--- config.mk ---
export PLATFORM = sky130hd
export DESIGN_NAME = eth_dma_status
export DESIGN_NICKNAME = d
export VERILOG_FILES = /design/src/shared/eth_dma_status_pkg.sv /design/src/design/drop_counter.sv /design/src/design/eth_dma_status.sv
export SDC_FILE = /design/constraint.sdc
export NUM_CORES = 1
export LEC_CHECK = 0
export ABC_AREA = 1
export BUFFER_PORTS_ARGS = -buffer_cell sky130_fd_sc_hd__buf_2
export CAP_MARGIN = 20
export CELL_PAD_IN_SITES_DETAIL_PLACEMENT = 1
export CELL_PAD_IN_SITES_GLOBAL_PLACEMENT = 1
export CORE_ASPECT_RATIO = 2
export CORE_MARGIN = 2
export CORE_UTILIZATION = 37
export DETAILED_ROUTE_END_ITERATION = 10
export PLACE_DENSITY_LB_ADDON = 0.25
export SLEW_MARGIN = 20
export SYNTH_ARGS = -nofsm -noshare
export SYNTH_HDL_FRONTEND = slang
export SYNTH_SLANG_ARGS = --single-unit
--- constraint.sdc ---
create_clock -name pclk -period 4.2 [get_ports pclk]
set_input_delay 0.63 -clock pclk [delete_from_list [all_inputs] [get_ports pclk]]
set_output_delay 0.63 -clock pclk [all_outputs]
set_load 0.1 [all_outputs]
--- src/shared/eth_dma_status_pkg.sv ---
// constants of the dma status and progress register block
// assumes an apb slave on a 32-bit bus clocked by pclk
package eth_dma_status_pkg;
    // ==========================================
    // register offsets
    localparam logic [12:0] DROP_COUNTS_OFFSET    = 13'h1020;
    localparam logic [12:0] TX_DESC_OFFSET        = 13'h1048;
    localparam logic [12:0] RX_DESC_OFFSET        = 13'h104C;
    localparam logic [12:0] TX_BUF_OFFSET         = 13'h1050;
    localparam logic [12:0] RX_BUF_OFFSET         = 13'h1054;
    localparam logic [12:0] IRQ_STATUS_OFFSET     = 13'h1100;
    localparam logic [12:0] IRQ_MASK_OFFSET       = 13'h1104;
    // ==========================================
    // field layout of the counter register
    localparam int NO_BUF_CNT_LSB   = 0;
    localparam int NO_BUF_CNT_W     = 16;
    localparam int NO_BUF_WRAP_BIT  = 16;
    localparam int FIFO_CNT_LSB     = 17;
    localparam int FIFO_CNT_W       = 11;
    localparam int FIFO_WRAP_BIT    = 28;
    // ==========================================
    // interrupt status bits
    localparam int IRQ_W            = 4;
    localparam int IRQ_NO_BUF_DROP  = 0;
    localparam int IRQ_FIFO_DROP    = 1;
    localparam int IRQ_NO_BUF_WRAP  = 2;
    localparam int IRQ_FIFO_WRAP    = 3;
    // ==========================================
    // reset values
    localparam logic [31:0] REG_RESET = 32'h0000_0000;
endpackage

--- src/design/drop_counter.sv ---
// one wrapping drop counter with sticky wrap flag
// assumes event and clear come from pclk logic
`timescale 1ns/1ns
`default_nettype none
module drop_counter #(
    parameter int WIDTH = 16
) (
    input  wire logic             pclk,
    input  wire logic             presetn,
    input  wire logic             drop_event,
    input  wire logic             clear,
    output logic      [WIDTH-1:0] count,
    output logic                  wrap_flag,
    output logic                  wrapped
);
    typedef struct packed {
        logic [WIDTH-1:0] count;
        logic             wrap_flag;
    } state_type;

    state_type state_q;
    state_type state_d;

    always_comb begin
        state_d = state_q;
        // a drop in the clearing cycle starts from zero, so it never wraps
        wrapped = drop_event && !clear && (&state_q.count);
        if (clear) begin
            state_d.count     = '0;
            state_d.wrap_flag = 1'b0;
        end
        // an event in the clearing cycle is counted after the clear
        if (drop_event) begin
            if (clear) begin
                state_d.count = WIDTH'(1);
            end else begin
                state_d.count = state_q.count + WIDTH'(1);
            end
            if (wrapped) begin
                state_d.wrap_flag = 1'b1;
            end
        end
    end

    always_ff @(posedge pclk or negedge presetn) begin
        if (!presetn) begin
            state_q <= '0;
        end else begin
            state_q <= state_d;
        end
    end

    assign count     = state_q.count;
    assign wrap_flag = state_q.wrap_flag;
endmodule
`default_nettype wire

--- src/design/eth_dma_status.sv ---
// dma status and progress registers behind an apb slave
// assumes dma engine strobes and pointers arrive on pclk
//
// Added by the designer: the APB slave port.
`timescale 1ns/1ns
`default_nettype none
module eth_dma_status (
    input  wire logic        pclk,
    input  wire logic        presetn,
    input  wire logic        psel,
    input  wire logic        penable,
    input  wire logic        pwrite,
    input  wire logic [12:0] paddr,
    input  wire logic [31:0] pwdata,
    input  wire logic [3:0]  pstrb,
    output logic      [31:0] prdata,
    output logic             pready,
    output logic             pslverr,
    input  wire logic        no_buffer_drop,
    input  wire logic        fifo_overflow_drop,
    input  wire logic        tx_desc_load,
    input  wire logic [31:0] tx_desc_addr,
    input  wire logic        rx_desc_load,
    input  wire logic [31:0] rx_desc_addr,
    input  wire logic        tx_buf_load,
    input  wire logic [31:0] tx_buf_addr,
    input  wire logic        rx_buf_load,
    input  wire logic [31:0] rx_buf_addr,
    output logic             irq
);
    // ==========================================
    // state
    // one-hot phase of the bus slave; every access takes one wait state
    typedef enum logic [2:0] {
        BUS_IDLE    = 3'b001,
        BUS_CAPTURE = 3'b010,
        BUS_DONE    = 3'b100
    } bus_phase_type;

    typedef struct packed {
        bus_phase_type                             bus_phase;
        logic [31:0]                               cur_tx_desc_addr;
        logic [31:0]                               cur_rx_desc_addr;
        logic [31:0]                               cur_tx_buf_addr;
        logic [31:0]                               cur_rx_buf_addr;
        logic [eth_dma_status_pkg::IRQ_W-1:0]      irq_status;
        logic [eth_dma_status_pkg::IRQ_W-1:0]      irq_mask;
        logic [31:0]                               rdata;
    } state_type;

    state_type state_q;
    state_type state_d;

    logic                                        rd_access;
    logic                                        wr_access;
    logic                                        counts_read;
    logic                                        status_read;
    logic                                        capture;
    logic                                        mapped;
    logic [eth_dma_status_pkg::NO_BUF_CNT_W-1:0] no_buffer_drop_count;
    logic [eth_dma_status_pkg::FIFO_CNT_W-1:0]   fifo_overflow_drop_count;
    logic                                        no_buffer_drop_wrap_flag;
    logic                                        fifo_overflow_drop_wrap_flag;
    logic                                        no_buf_wrapped;
    logic                                        fifo_wrapped;
    logic [31:0]                                 counts_word;
    logic [eth_dma_status_pkg::IRQ_W-1:0]        irq_events;

    // ==========================================
    // apb decode; read data comes from a register, so pready waits one cycle
    assign capture   = psel && penable && (state_q.bus_phase == BUS_CAPTURE);
    assign pready    = (state_q.bus_phase == BUS_DONE);
    // read side effects go with the capture, so no drop slips between
    assign rd_access = capture && !pwrite;
    assign wr_access = psel && penable && pready && pwrite;

    always_comb begin
        case (paddr)
            eth_dma_status_pkg::DROP_COUNTS_OFFSET,
            eth_dma_status_pkg::TX_DESC_OFFSET,
            eth_dma_status_pkg::RX_DESC_OFFSET,
            eth_dma_status_pkg::TX_BUF_OFFSET,
            eth_dma_status_pkg::RX_BUF_OFFSET,
            eth_dma_status_pkg::IRQ_STATUS_OFFSET,
            eth_dma_status_pkg::IRQ_MASK_OFFSET: mapped = 1'b1;
            default: mapped = 1'b0;
        endcase
    end

    assign pslverr     = psel && penable && pready && !mapped;
    assign counts_read = rd_access && (paddr == eth_dma_status_pkg::DROP_COUNTS_OFFSET);
    assign status_read = rd_access && (paddr == eth_dma_status_pkg::IRQ_STATUS_OFFSET);

    // ==========================================
    // drop counters; a read of the counter register clears them
    drop_counter #(
        .WIDTH (eth_dma_status_pkg::NO_BUF_CNT_W)
    ) no_buffer_counter (
        .pclk       (pclk),
        .presetn    (presetn),
        .drop_event (no_buffer_drop),
        .clear      (counts_read),
        .count      (no_buffer_drop_count),
        .wrap_flag  (no_buffer_drop_wrap_flag),
        .wrapped    (no_buf_wrapped)
    );

    drop_counter #(
        .WIDTH (eth_dma_status_pkg::FIFO_CNT_W)
    ) fifo_overflow_counter (
        .pclk       (pclk),
        .presetn    (presetn),
        .drop_event (fifo_overflow_drop),
        .clear      (counts_read),
        .count      (fifo_overflow_drop_count),
        .wrap_flag  (fifo_overflow_drop_wrap_flag),
        .wrapped    (fifo_wrapped)
    );

    always_comb begin
        counts_word = eth_dma_status_pkg::REG_RESET;
        counts_word[eth_dma_status_pkg::NO_BUF_CNT_LSB +: eth_dma_status_pkg::NO_BUF_CNT_W]
            = no_buffer_drop_count;
        counts_word[eth_dma_status_pkg::NO_BUF_WRAP_BIT] = no_buffer_drop_wrap_flag;
        counts_word[eth_dma_status_pkg::FIFO_CNT_LSB +: eth_dma_status_pkg::FIFO_CNT_W]
            = fifo_overflow_drop_count;
        counts_word[eth_dma_status_pkg::FIFO_WRAP_BIT] = fifo_overflow_drop_wrap_flag;
    end

    always_comb begin
        irq_events = '0;
        irq_events[eth_dma_status_pkg::IRQ_NO_BUF_DROP] = no_buffer_drop;
        irq_events[eth_dma_status_pkg::IRQ_FIFO_DROP]   = fifo_overflow_drop;
        irq_events[eth_dma_status_pkg::IRQ_NO_BUF_WRAP] = no_buf_wrapped;
        irq_events[eth_dma_status_pkg::IRQ_FIFO_WRAP]   = fifo_wrapped;
    end

    // ==========================================
    // next state
    always_comb begin
        state_d = state_q;
        // a setup always starts a new transfer
        case (state_q.bus_phase)
            BUS_IDLE: begin
                if (psel && !penable) begin
                    state_d.bus_phase = BUS_CAPTURE;
                end
            end
            BUS_CAPTURE: begin
                if (psel && penable) begin
                    state_d.bus_phase = BUS_DONE;
                end else if (!psel) begin
                    state_d.bus_phase = BUS_IDLE;
                end
            end
            BUS_DONE: begin
                state_d.bus_phase = BUS_IDLE;
            end
            default: begin
                state_d.bus_phase = BUS_IDLE;
            end
        endcase
        // read data stands only in the cycle in which pready is high
        state_d.rdata = 32'h0000_0000;
        // pointers follow the dma engine only; bus writes never reach them
        if (tx_desc_load) begin
            state_d.cur_tx_desc_addr = tx_desc_addr;
        end
        if (rx_desc_load) begin
            state_d.cur_rx_desc_addr = rx_desc_addr;
        end
        if (tx_buf_load) begin
            state_d.cur_tx_buf_addr = tx_buf_addr;
        end
        if (rx_buf_load) begin
            state_d.cur_rx_buf_addr = rx_buf_addr;
        end
        // new events win over the read that clears status
        if (status_read) begin
            state_d.irq_status = irq_events;
        end else begin
            state_d.irq_status = state_q.irq_status | irq_events;
        end
        if (wr_access && (paddr == eth_dma_status_pkg::IRQ_MASK_OFFSET) && pstrb[0]) begin
            state_d.irq_mask = pwdata[eth_dma_status_pkg::IRQ_W-1:0];
        end
        if (rd_access) begin
            case (paddr)
                eth_dma_status_pkg::DROP_COUNTS_OFFSET: state_d.rdata = counts_word;
                eth_dma_status_pkg::TX_DESC_OFFSET:     state_d.rdata = state_q.cur_tx_desc_addr;
                eth_dma_status_pkg::RX_DESC_OFFSET:     state_d.rdata = state_q.cur_rx_desc_addr;
                eth_dma_status_pkg::TX_BUF_OFFSET:      state_d.rdata = state_q.cur_tx_buf_addr;
                eth_dma_status_pkg::RX_BUF_OFFSET:      state_d.rdata = state_q.cur_rx_buf_addr;
                eth_dma_status_pkg::IRQ_STATUS_OFFSET:
                    state_d.rdata = {28'h0000000, state_q.irq_status};
                eth_dma_status_pkg::IRQ_MASK_OFFSET:
                    state_d.rdata = {28'h0000000, state_q.irq_mask};
                default:                                state_d.rdata = 32'h0000_0000;
            endcase
        end
    end

    always_ff @(posedge pclk or negedge presetn) begin
        if (!presetn) begin
            state_q <= '{bus_phase: BUS_IDLE, default: '0};
        end else begin
            state_q <= state_d;
        end
    end

    // ==========================================
    // read data straight from its register; zero outside a finished read
    assign prdata = state_q.rdata;

    assign irq = |(state_q.irq_status & state_q.irq_mask);
endmodule
`default_nettype wire

==> flow_metrics.py, run 1 <==
metrics = {
    "status": {
        "outcome": "finished clean",
    },
    "clocking": {
        "clock_insertion_delay_worst_skew_ps": 450,
        "postCtsSetupBuffers": 0,
        "clock_tree.htree_level_count": 4,
        "tritoncts_num_sinks": 200,
        "ctsLongestPathBuffers": 2,
        "cts_tree": "yes",
        "path_clk_slew_ps": 70,
        "numCtsBuffers": 17,
        "cts_resized": 0,
        "ctsRootBufferMaster": "sky130_fd_sc_hd__clkbuf_16",
        "cts.hold.buffers_added": 0,
    },
    "floorplan": {
        "core.rowCount": 82,
        "fp.coreArea_sq_um": 25000,
        "design.die.area_sq_um": 26800,
        "floorplan.io_pins": 223,
        "floorplan.die.width_um": 117,
        "die_h_um": 230,
        "initial_core_util": 0.376,
    },
    "synth": {
        "adder_cell_fraction_of_synth_area": 0.00266,
        "post_synth_inst_count": 981,
        "ys_seq_elements": 200,
        "syn-mean-instance-area_sq_um": 9.60,
        "ys_warn_count": 0,
        "synth_top_cell_by_area": "sky130_fd_sc_hd__dfrtp_1",
        "synth_commonest_cells": "sky130_fd_sc_hd__dfrtp_1 (199), sky130_fd_sc_hd__nand2_1 (146), sky130_fd_sc_hd__nand3_1 (142)",
        "synth-xor-area-share": 0.00465,
        "synth_simple_gate_area_frac": 0.208,
        "synth_cell_types": 30,
        "synth-edff-count": 0,
        "ys_top_cells_by_area": "sky130_fd_sc_hd__dfrtp_1 (53%), sky130_fd_sc_hd__mux2_2 (12%), sky130_fd_sc_hd__nand3_1 (7.5%)",
        "synth_compound_gate_area_share": 0.0496,
        "post-synth-top-area-fraction": 0.529,
        "syn_area_sq_um": 9420,
        "synth_fp_nets": 1171,
        "async_reset_ff_frac": 1.00,
        "synth.area.mux_share": 0.123,
        "yosys.cell_count.top_type": "sky130_fd_sc_hd__dfrtp_1",
        "ys.flop_type": "sky130_fd_sc_hd__dfrtp_1",
        "synth-seq-area-share": 0.532,
        "combinational_family_with_the_most_area_after_synthesis": "simple AND/OR/NAND/NOR gates",
    },
    "global_routing": {
        "grt_pass1_wl_um": 43800,
        "number_of_global_route_vias_before_repair": 8170,
        "grtUsageTotal": 0.219,
        "global_route.overflow_total": 0,
        "grt_max_degree": 95,
        "grt_antenna_before_repair": 5,
    },
    "finish": {
        "drive_above_1_share": 0.330,
        "n_fill_cell": 2980,
        "layout.core_utilization": 0.439,
        "nets_finish": 1308,
        "syn2layout_area_growth_pct": 16.7,
    },
    "worst_setup_path": {
        "cp_max_fo": 18,
        "timing.critical_path.from_type": "primary input",
        "required_ps": 3570,
        "worst-setup-path-type": "in -> out",
        "arrival_time_of_data_at_the_critical_path_endpoint_ps": 2420,
        "cp-end-kind": "output port",
    },
    "drt": {
        "vias_per_cell": 5.03,
        "wl_per_cell_um": 18.9,
        "drt-pass1-iter-count": 4,
        "drcViolationCount": 0,
        "antenna_left": 0,
        "wl_um": 27800,
        "drtIter0Drc": 305,
        "via_count": 7398,
    },
    "sta": {
        "finalMaxSlewViolations": 0,
        "slew_headroom": 0.269,
        "max_clock_freq_ghz": 0.328,
        "final.period_utilization": 0.725,
        "finalCriticalPeriod_ps": 3050,
        "timing.setup.tns_ps": 0,
        "grt_setup_unrepaired": "no",
        "tightestPinTransition_ps": 1090,
        "skew_final_ps": 9.27,
        "setup_viol": 0,
        "final-hold-violation-count": 0,
    },
    "place": {
        "numPortBuffers": 191,
        "final_weighted_congestion_in_routability_driven_placement": 0.838,
        "post-dp-hpwl_um": 20100,
    },
    "hold_path": {
        "holdCritPathClass": "in -> async",
    },
    "pwr": {
        "power.ir.vdd_worst_mv": 0.312,
        "cellLeakagePower_nw": 5.29,
        "power_per_cell_area_nw_per_um2": 409,
    },
    "flow_run": {
        "max_cap_violations": 0,
    },
}
## state kept, by name, indices dropped and copies added, names as in the netlist
name	count
state_q	139
prdata	32
no_buffer_counter.count	16
fifo_overflow_counter.count	11
fifo_overflow_counter.wrap_flag	1
no_buffer_counter.wrap_flag	1
## layout make-up
class	count	area (sq um)	share of cell area
inverter	70	263	0.0239
clock buffer	20	457	0.0415
sequential	200	5010	0.455
tap	336	420	0.0382
multi-input combinational	631	3670	0.334
clock inverter	12	140	0.0127
antenna	3	7.51	0.000683
timing repair buffer	198	1030	0.0937
## layout by cell type (no fill, tap or decap), types with 4 or more instances in the layout
cell | synthesis | layout
sky130_fd_sc_hd__dfrtp_1 | 199 | 199
sky130_fd_sc_hd__buf_2 | 14 | 190
sky130_fd_sc_hd__nand2_1 | 146 | 146
sky130_fd_sc_hd__nand3_1 | 142 | 142
sky130_fd_sc_hd__mux2_2 | 103 | 103
sky130_fd_sc_hd__nor2_1 | 84 | 82
sky130_fd_sc_hd__inv_1 | 68 | 68
sky130_fd_sc_hd__o21ai_0 | 66 | 66
sky130_fd_sc_hd__nor2_2 | 23 | 25
sky130_fd_sc_hd__a21oi_1 | 23 | 23
sky130_fd_sc_hd__clkbuf_16 | 0 | 17
sky130_fd_sc_hd__nor3_1 | 12 | 11
sky130_fd_sc_hd__nand4_1 | 6 | 6
sky130_fd_sc_hd__buf_4 | 36 | 6
sky130_fd_sc_hd__nand2_2 | 5 | 5
sky130_fd_sc_hd__xor2_1 | 5 | 5
sky130_fd_sc_hd__clkinvlp_4 | 0 | 5
sky130_fd_sc_hd__nor2_4 | 4 | 4
## worst max-delay path, cell delays in order
cell	delay, ps
sky130_fd_sc_hd__buf_2	90
sky130_fd_sc_hd__nor2_1	140
sky130_fd_sc_hd__nand2_1	110
sky130_fd_sc_hd__nor2_4	410
sky130_fd_sc_hd__nand2_2	390
sky130_fd_sc_hd__nand2_1	180
sky130_fd_sc_hd__nor2_1	60
sky130_fd_sc_hd__nand2_2	70
sky130_fd_sc_hd__nor2_1	40
sky130_fd_sc_hd__buf_2	280
## kinds of logic after synthesis
logic type / Yosys count
xor+xnor: 5
fa+ha+maj: 2
buf+inv: 150
mux: 103
flops: 200
compound gates: 92
simple gates: 429
## metal layers
| metal | global-route usage | routed length (um) | part of all wire | vias up |
|---|---|---|---|---|
| li1 | - | - | - | 3480 |
| met5 | 0 | 17 | 0.00061 | - |
| met1 | 0.236 | 10200 | 0.37 | 3717 |
| met4 | 0.0926 | 937 | 0.034 | 2 |
| met2 | 0.404 | 15600 | 0.56 | 154 |
| met3 | 0.0418 | 984 | 0.035 | 45 |
## power by group
part	switching, W	internal, W	leakage (nW)
sequential	0.000164	0.00213	2.45
clock	0.000778	0.000918	0.278
combinational	0.000273	0.000238	2.56
## final timing paths
check                                                startpoint                               to  slack, ps  cells past startpoint
worst max-delay path                                  paddr[11]                          pslverr       1150                     10
worst min-delay path                                    presetn                      state_q[86]        250                      1
worst max register to register                     state_q[170]                       prdata[30]       2080                      5
worst min register to register  fifo_overflow_counter.wrap_flag  fifo_overflow_counter.wrap_flag        480                      2
max in group asynchronous                               presetn                     state_q[168]       2950                      2
min in group pclk                               rx_buf_addr[11]                      state_q[51]        380                      3
## per-stage QoR
stage / setup WS (ps) / hold slack [ps] / cells / power (W) / instance area, sq um
after global placement: 1100 / 460 / 1435 / 0.00281 / 10400
after floorplan: 381 / 334 / 981 / 0.00260 / 9420
after CTS: 1130 / 278 / 1467 / 0.00456 / 11000
final: 1150 / 251 / 1470 / 0.00450 / 11000
after detailed placement: 1020 / 469 / 1435 / 0.00285 / 10400
after global routing: 998 / 300 / 1470 / 0.00473 / 11000
Note: power is estimated with default switching activity, not from simulation.
==> run 2, diff against run 1 <==
Settings changed: ABC_AREA 1 to 0.
Clock period 4.2 ns to 2.6 ns, I/O delays scaled along.
==> run 2 against run 1 <==
  * Hold slack got worse by 100 ps
  * First-iteration DRC count decreased by 5.2%
  * Clock skew about the same
  * Critical path type unchanged
  * Largest power group unchanged
  * Highest routed layer is now met4
==> flow_metrics.py, run 2 <==
metrics = {
    "drt": {
        "antenna_left": 0,
        "wl_um": 25700,
        "wl_per_cell_um": 20.2,
        "vias_per_cell": 5.17,
        "drtIter0Drc": 289,
        "drcViolationCount": 0,
        "via_count": 6578,
        "drt-pass1-iter-count": 4,
    },
    "hold_path": {
        "hold_end": "state_q[168]",
        "holdCritPathClass": "in -> reg",
        "holdPathStages": 2,
        "worst_hold_startpoint": "psel",
    },
    "worst_setup_path": {
        "crit-reg2reg-capture": "state_q[37]",
        "rr_startpoint": "state_q[169]",
        "required_ps": 2210,
        "arrival_time_of_data_at_the_critical_path_endpoint_ps": 2070,
        "worst-setup-path-type": "in -> out",
        "timing.critical_path.from_type": "primary input",
        "cp-end-kind": "output port",
        "r2r_setup_slack_ps": 610,
        "cp_max_fo": 2,
        "r2r.worst_path.cells": 5,
    },
    "sta": {
        "max_clock_freq_ghz": 0.407,
        "holdWs_ps": 148,
        "final.period_utilization": 0.945,
        "skew_final_ps": 8.79,
        "tightestPinTransition_ps": 641,
        "finalCriticalPeriod_ps": 2460,
        "timing.setup.tns_ps": 0,
        "grt_setup_unrepaired": "no",
        "finalMaxSlewViolations": 0,
        "setup_viol": 0,
        "final-hold-violation-count": 0,
        "slew_headroom": 0.573,
    },
    "place": {
        "numPortBuffers": 191,
        "placed_cells": 1239,
        "post-dp-hpwl_um": 18600,
        "final_weighted_congestion_in_routability_driven_placement": 0.800,
    },
    "pwr": {
        "power_per_cell_area_nw_per_um2": 660,
        "power.ir.vdd_worst_mv": 0.408,
        "cellLeakagePower_nw": 5.01,
        "report.power.total_w": 0.00744,
    },
    "floorplan": {
        "initial_core_util": 0.376,
        "floorplan.io_pins": 223,
        "core.rowCount": 82,
        "floorplan.die.width_um": 117,
        "fp.coreArea_sq_um": 25000,
        "design.die.area_sq_um": 26800,
        "die_h_um": 229,
    },
    "clocking": {
        "cts_tree": "yes",
        "cts_resized": 0,
        "clock_tree.htree_level_count": 4,
        "ctsRootBufferMaster": "sky130_fd_sc_hd__clkbuf_16",
        "numCtsBuffers": 17,
        "path_clk_slew_ps": 70,
        "ctsLongestPathBuffers": 2,
        "clock_insertion_delay_worst_skew_ps": 450,
        "tritoncts_num_sinks": 200,
        "cts.hold.buffers_added": 1,
        "postCtsSetupBuffers": 0,
    },
    "synth": {
        "synth_top_cell_by_area": "sky130_fd_sc_hd__dfrtp_1",
        "synth_fp_nets": 955,
        "synth_commonest_cells": "sky130_fd_sc_hd__dfrtp_1 (199), sky130_fd_sc_hd__mux2_2 (156), sky130_fd_sc_hd__nor2_1 (58)",
        "ys_warn_count": 0,
        "syn_area_sq_um": 9400,
        "ys.flop_type": "sky130_fd_sc_hd__dfrtp_1",
        "syn-mean-instance-area_sq_um": 12.3,
        "post_synth_inst_count": 765,
        "ys_top_cells_by_area": "sky130_fd_sc_hd__dfrtp_1 (53%), sky130_fd_sc_hd__mux2_2 (19%), sky130_fd_sc_hd__mux2i_1 (4.0%)",
        "synth-seq-area-share": 0.532,
        "ys_seq_elements": 200,
        "post-synth-top-area-fraction": 0.530,
        "yosys.cell_count.top_type": "sky130_fd_sc_hd__dfrtp_1",
        "synth_cell_types": 49,
        "synth-edff-count": 0,
        "async_reset_ff_frac": 1.00,
    },
    "finish": {
        "largest_register_ff_count": 139,
        "layout.cells.non_filler": 1272,
        "n_antenna_cell": 0,
        "drive_above_1_share": 0.457,
        "largest-register": "state_q",
        "layout.cells.most_common": "sky130_fd_sc_hd__dfrtp_1",
        "layout_common_cells": "sky130_fd_sc_hd__dfrtp_1 (199), sky130_fd_sc_hd__buf_2 (189), sky130_fd_sc_hd__mux2_2 (156), sky130_fd_sc_hd__nor2_1 (58), sky130_fd_sc_hd__mux2i_1 (38)",
        "nets_finish": 1113,
        "syn2layout_area_growth_pct": 19.9,
    },
    "global_routing": {
        "grtUsageTotal": 0.202,
        "grt_antenna_before_repair": 0,
        "number_of_global_route_vias_before_repair": 7291,
        "grt_max_degree": 73,
        "global_route.overflow_total": 0,
        "grt_pass1_wl_um": 40500,
    },
    "status": {
        "outcome": "finished clean",
    },
    "flow_run": {
        "max_cap_violations": 0,
    },
}
[run 2: cell types whose count changed after synthesis, sizes merged, moves of 9 or more]
| cell | before | now |
|---|---|---|
| nand3 | 142 | 6 |
| mux2 | 103 | 160 |
| nor4 | 0 | 9 |
| nand2 | 152 | 14 |
| a21oi | 23 | 12 |
| nor2 | 112 | 58 |
| xnor2 | 0 | 24 |
| mux2i | 0 | 38 |
| clkbuf | 18 | 31 |
| o32ai | 0 | 29 |
| buf | 62 | 51 |
| inv | 69 | 30 |
| o21ai | 66 | 7 |
| a22oi | 0 | 31 |
[run 2: critical path, cell delays in order]
cell	delay [ps]
sky130_fd_sc_hd__buf_4	140
sky130_fd_sc_hd__or4b_2	690
sky130_fd_sc_hd__o32a_1	210
sky130_fd_sc_hd__a21oi_1	240
sky130_fd_sc_hd__a21oi_4	80
sky130_fd_sc_hd__buf_2	300
[run 2: how the worst max path moves through the flow]
| stage | from | to | slack, ps | cells past startpoint |
|---|---|---|---|---|
| 4_1_cts | paddr[2] | pslverr | 150 | 6 |
| 3_5_place_dp | paddr[1] | state_q[35] | 90 | 5 |
| 2_1_floorplan | state_q[169] | state_q[32] | 50 | 5 |
| 3_3_place_gp | paddr[1] | state_q[32] | 90 | 5 |
| 5_1_grt | paddr[2] | pslverr | 80 | 6 |
| 6_report | paddr[2] | pslverr | 140 | 6 |
[run 2: area by class of cell]
cell class | count | area, sq um
fill | 2785 | 13800
sequential | 200 | 5010
multi-input combinational | 453 | 3890
timing repair buffer | 221 | 1270
clock buffer | 25 | 505
tap | 336 | 420
inverter | 30 | 113
clock inverter | 7 | 66.3
[run 2: logic make-up after synthesis]
group	count (synthesis)	share of synthesized area
adders and majority gates	2	0.00266
xor gates and xnor gates	24	0.0224
DFF	200	0.532
buffers and inverters	112	0.0588
AOI/OAI and AO/OA	92	0.0736
muxes	198	0.234
and+or+nand+nor	137	0.0764
[run 2: metal layers]
layer	vias to the layer above	track usage	routed length [um]
met5	-	0	0
met2	160	0.354	13900
met3	45	0.0370	1050
li1	3014	-	-
met4	0	0.0879	860
met1	3359	0.235	9870
[run 2: power by group]
part           switching [W]  internal [W]  leakage, nW
Sequential          0.000256       0.00345         2.44
Clock                0.00115       0.00144        0.283
Combinational       0.000567      0.000573         2.29
Total                0.00197       0.00547         5.01
[run 2: through the flow]
stage | utilization | area, sq um | setup WS, ps
3_5_place_dp | 0.427 | 10700 | 92.3
4_1_cts | 0.450 | 11300 | 145
6_report | 0.450 | 11300 | 142
5_1_grt | 0.450 | 11300 | 83.4
3_3_place_gp | 0.427 | 10700 | 92.9
2_1_floorplan | - | 9430 | 45.2
